### config.mk
export PLATFORM = sky130hd
export DESIGN_NAME = lpt_seg_mem
export DESIGN_NICKNAME = d
export VERILOG_FILES = /design/src/verilog/lpt_pkg.sv /design/src/verilog/lpt_seg_mem.sv
export SDC_FILE = /design/constraint.sdc
export NUM_CORES = 1
export LEC_CHECK = 0
export ABC_CLOCK_PERIOD_IN_PS = 10100
export BUFFER_PORTS_ARGS = -buffer_cell sky130_fd_sc_hd__buf_2
export CAP_MARGIN = 20
export CORE_MARGIN = 5
export CORE_UTILIZATION = 29
export DETAILED_ROUTE_END_ITERATION = 12
export GPL_TIMING_DRIVEN = 1
export PLACE_DENSITY = 0.49
export REMOVE_ABC_BUFFERS = 1
export SLEW_MARGIN = 40
export SYNTH_ARGS = -nofsm -noshare
export SYNTH_HDL_FRONTEND = slang
export SYNTH_SLANG_ARGS = --single-unit
### constraint.sdc
create_clock -name ref_clk -period 10.1 [get_ports ref_clk]
set_clock_uncertainty 0.1 [all_clocks]
set_input_delay 1.515 -clock ref_clk [delete_from_list [all_inputs] [get_ports ref_clk]]
set_output_delay 1.515 -clock ref_clk [all_outputs]
set_load 0.005 [all_outputs]
### src/verilog/lpt_pkg.sv
// ============================================================
// Shared constants for the linear playtime checker
// ============================================================
package lpt_pkg;

    // Widths
    localparam int ADDR_W = 8;
    localparam int DATA_W = 32;
    localparam int SADDR_W = 24;
    localparam int RUN_W = 9;
    localparam int SEG_IDX_W = 4;
    localparam int SEG_DEPTH = 16;
    localparam int ST_W = 3;

    // Linear run thresholds in sample vectors
    localparam logic [RUN_W-1:0] RUN_MIN = 9'h101;
    localparam logic [RUN_W-1:0] RUN_ONE = 9'h001;
    localparam logic [SADDR_W-1:0] SMALL_MIN = 24'h00_0005;
    localparam logic [SADDR_W-1:0] BIG_MIN = 24'h00_0101;
    localparam logic [SADDR_W-1:0] SADDR_ONE = 24'h00_0001;

    // Register offsets (byte addresses)
    localparam logic [ADDR_W-1:0] OFF_CTRL = 8'h00;
    localparam logic [ADDR_W-1:0] OFF_STATUS = 8'h04;
    localparam logic [ADDR_W-1:0] OFF_MASK = 8'h08;
    localparam logic [ADDR_W-1:0] OFF_RUNCNT = 8'h0c;
    localparam logic [ADDR_W-1:0] OFF_SEG_SEL = 8'h10;
    localparam logic [ADDR_W-1:0] OFF_SEG_LEN = 8'h14;
    localparam logic [ADDR_W-1:0] OFF_SEG_BASE = 8'h18;

    // Control bits and segment length big flag bit
    localparam int CTRL_EN = 0;
    localparam int CTRL_CLR = 1;
    localparam int SEG_BIG_BIT = 31;

    // Status and mask bits
    localparam int ST_VIOL = 0;
    localparam int ST_HELD = 1;
    localparam int ST_LENERR = 2;

    // Reset values
    localparam logic [ST_W-1:0] ST_RESET = 3'h0;
    localparam logic [ST_W-1:0] MASK_RESET = 3'h0;
    localparam logic [SADDR_W-1:0] FREE_RESET = 24'h00_0000;

    // Advancement mode of the segment being played
    typedef enum logic [1:0] {
        ADV_AUTO = 2'b00,
        ADV_COND = 2'b01,
        ADV_REPEAT = 2'b10,
        ADV_SINGLE = 2'b11
    } lpt_adv_e;

    // Advancement gate states
    typedef enum logic [0:0] {
        GATE_IDLE = 1'b0,
        GATE_HOLD = 1'b1
    } lpt_gate_e;

endpackage : lpt_pkg

### src/verilog/lpt_seg_mem.sv
`timescale 1ns/100ps
// ============================================================
// Segment base address table, registered read, read-first
// ============================================================
module lpt_seg_mem
(
    input wire logic ref_clk,
    input wire logic wr_en,
    input wire logic [lpt_pkg::SEG_IDX_W-1:0] wr_idx,
    input wire logic [lpt_pkg::SADDR_W-1:0] wr_data,
    input wire logic [lpt_pkg::SEG_IDX_W-1:0] rd_idx,
    output logic [lpt_pkg::SADDR_W-1:0] rd_data
);

    logic [lpt_pkg::SADDR_W-1:0] mem [lpt_pkg::SEG_DEPTH];

    // Storage write
    always_ff @(posedge ref_clk)
    begin
        if (wr_en)
        begin
            mem[wr_idx] <= wr_data;
        end
    end

    // Registered read of the selected entry
    always_ff @(posedge ref_clk)
    begin
        rd_data <= mem[rd_idx];
    end

endmodule : lpt_seg_mem
==> summary.md <==
| Metric | Value |
|---|---|
| Met2 global-route usage | `0.183` |
| Worst Setup EP | `rd_data[14]$_DFF_P_` |
| CP Depth | `5` |
| DRT iter0 DRCs | `539` |
| Worst-Skew Late Latency | `0.54 ns` |
| Top_reg_cell synth | `edfxtp_1` |
| Initial antenna violation count | `3` |
| Largest delay share family, worst path | `buffers and inverters` |
| Via count | `6695` |
| Final Hold Viols | `0` |
| CP startpoint kind | `input port` |
| Final period utilization | `0.322` |
| Final TNS setup | `0 ns` |
| Clock buffer depth | `3` |
| Final Cell Area | `17800 um2` |
| Slew Limit Headroom | `0.486` |
| Max Freq | `308 MHz` |
| CTS Hold Buffers Added | `0` |
| Most numerous cell in the Yosys netlist | `edfxtp_1` |
| Final Critical Period | `3.25 ns` |
| Post-synth top cells | `edfxtp_1, mux4_2, a22oi_1` |
| Inserted Clock Buffers | `43` |
| R2R depth | `3` |
| Max cap viols | `0` |
| Synthesis-stage register bit count | `408` |
| Largest net degree at the start of global routing | `55` |
| Reg2reg end | `rd_data[9]$_DFF_P_` |
| Horiz. Die Dim | `237 um` |
| Die area | `56100 um2` |
| H-tree depth | `2` |
| Placed Instance Area | `16400 um2` |
| Slowest stage delay, CP | `0.61 ns` |
| Slew at the pin closest to its max-slew limit | `0.771 ns` |
| Number of global-route vias before repair | `7039` |
| Top cells by area, synth | `edfxtp_1, mux4_2, dfxtp_1` |
| DR WL/cell | `23.4 um` |
| Met3 GRT Util | `0.0233` |
| Maximum vdd ir drop | `0.108 mV` |
| Layout Nets | `769` |
| Row count | `83` |
| CTS resizes | `0` |
| Crit path cell chain | `buf_8, buf_6, mux4_2, a22oi_1, nand2_1` |
| Sequential cell area fraction in the yosys report | `0.804` |
| RD Place Congestion | `0.649` |
| Tot Pwr | `3.64 mW` |
| Vias per cell | `4.62` |
| Crit Path Class | `in2reg` |
| Ys Warns | `0` |
| Final slew viol count | `0` |
| Fillcell total | `4745` |
| Post-synth EDFFs | `384` |
| Cell Area, Synth | `14900 um2` |
| First-pass GRT wire length | `49400 um` |
| WHS Path Cells | `3` |
| Mapped Cells | `636` |
| Crit Reg-Reg Startpoint | `mem[2][9]$_DFFE_PP_` |
| Yosys cell types | `16` |
| DRC viols | `0` |
| Congestion Overflow GR | `0` |
| Routed wire length | `33900 um` |
| Status | `finished, final reports clean` |
| Setup repair bufs after CTS | `0` |
| Share of the synthesized area in the top cell type | `0.772` |
| Critical path data required time | `10.42 ns` |
| Root Driver | `clkbuf_16` |
| Endpoints failing setup | `0` |
| CP bufs+invs | `2` |
| Leak | `5.66 nW` |
| Worst-path clk slew | `0.06 ns` |
| Leading area contributor after synthesis | `edfxtp_1` |
| Die Height | `237 um` |
| Crit path max fanout | `54` |
| R2r setup slk | `8.64 ns` |
| Crit end category | `flip-flop` |
| RSZ-0062 raised after global routing | `false` |
| TritonCTS clock tree | `done` |
| Synth Area per Inst | `23.5 um2` |
| Crit path from | `rd_idx[0]` |
| Share of layout cells above drive strength 1 | `0.351` |
| Clock Sink Count | `408` |
| Detailed Routing Iterations Pass 1 | `4` |
| Met1 Usage GRT | `0.178` |
| GR peak layer | `met2` |
| Gr usage total | `0.120` |
| Crit path DAT | `3.57 ns` |
| Port buffer count | `57` |
| Hold Path Class | `reg2reg` |
| I/O pin cnt | `58` |
| Detailed placement HPWL | `19200 um` |
| Area grow syn2layout | `19.2%` |
| Slowest stage cell on the critical path | `buf_6` |
| Post-DRT Antenna Nets | `0` |
| PwrDens | `205 nW/um2` |
| Initial Utilization | `0.292` |
| Async SR Flop Fraction | `0` |
| Core area | `51200 um2` |
-- registers in the layout, summed over array words and instances, names as in the netlist --
| signal | cells |
|---|---|
| rd_data | 24 |
| mem | 384 |
-- worst register-to-register path, delay by kind of cell (launching register included) --
kind | cells | cell delay (ns)
DFF | 1 | 0.37
and+or+nand+nor | 1 | 0.09
AOI/OAI and AO/OA | 1 | 0.32
muxes | 1 | 0.46
-- placed cells by master (no fill, tap or decap) --
master,count
dfxtp_1,24
edfxtp_1,384
buf_16,3
diode_2,1
a22oi_1,48
buf_2,55
nor2_4,13
mux4_2,96
clkinv_1,6
nor3_2,4
clkbuf_16,45
and2_1,1
clkbuf_8,1
buf_8,8
nand2_1,25
clkinv_2,14
nand3b_1,2
nor2b_4,2
bufinv_16,5
clkinvlp_4,1
or3b_2,1
buf_4,19
nand2b_1,2
buf_6,2
nand3_1,1
clkbuf_1,5
-- per-layer routing --
metal / wire length, um / vias to the layer above / part of all wire
li1: - / 2905 / -
met1: 16200 / 3585 / 0.48
met2: 15400 / 152 / 0.45
met3: 1580 / 51 / 0.047
met4: 639 / 2 / 0.019
met5: 11 / - / 0.00032
-- through the flow --
step,worst slack (ns),util,instances,hold slack (ns)
after floorplan,5.87,-,603,0.535
after global placement,5.81,0.316,1360,0.552
after detailed placement,6.10,0.320,1370,0.552
after CTS,6.67,0.347,1447,0.566
after global routing,6.59,0.348,1447,0.598
final,6.85,0.348,1448,0.564
-- worst min-delay path by stage --
stage	from	to
detailed placement	mem[14][3]$_DFFE_PP_	rd_data[3]$_DFF_P_
CTS	mem[14][3]$_DFFE_PP_	rd_data[3]$_DFF_P_
floorplan	mem[14][0]$_DFFE_PP_	rd_data[0]$_DFF_P_
global placement	mem[14][3]$_DFFE_PP_	rd_data[3]$_DFF_P_
global route	mem[7][5]$_DFFE_PP_	rd_data[5]$_DFF_P_
finish	mem[14][3]$_DFFE_PP_	rd_data[3]$_DFF_P_
-- cell families after synthesis --
| kind of cell | Yosys count | synth area share |
|---|---|---|
| AO/OA/AOI/OAI | 48 | 0.0241 |
| buffers and inverters | 33 | 0.0116 |
| flip-flops | 408 | 0.804 |
| multiplexers | 96 | 0.145 |
| AND/OR/NAND/NOR | 51 | 0.0149 |
-- where the power goes --
group | leakage [nW] | internal, mW | switching (mW) | total [mW]
Clock | 0.703 | 0.944 | 0.626 | 1.57
Combinational | 1.29 | 0.0709 | 0.0985 | 0.169
Sequential | 3.67 | 1.89 | 0.0111 | 1.90
-- layout make-up --
| type | instances | area [um2] | area share |
|---|---|---|---|
| sequential | 408 | 12000 | 0.675 |
| multi-input combinational | 195 | 2880 | 0.162 |
| clock buffer | 51 | 1160 | 0.0651 |
| tap | 680 | 851 | 0.0478 |
| timing repair buffer | 87 | 643 | 0.0361 |
| clock inverter | 26 | 250 | 0.0141 |
| antenna | 1 | 2.50 | 0.000141 |
(Power assumes the default switching activity.)
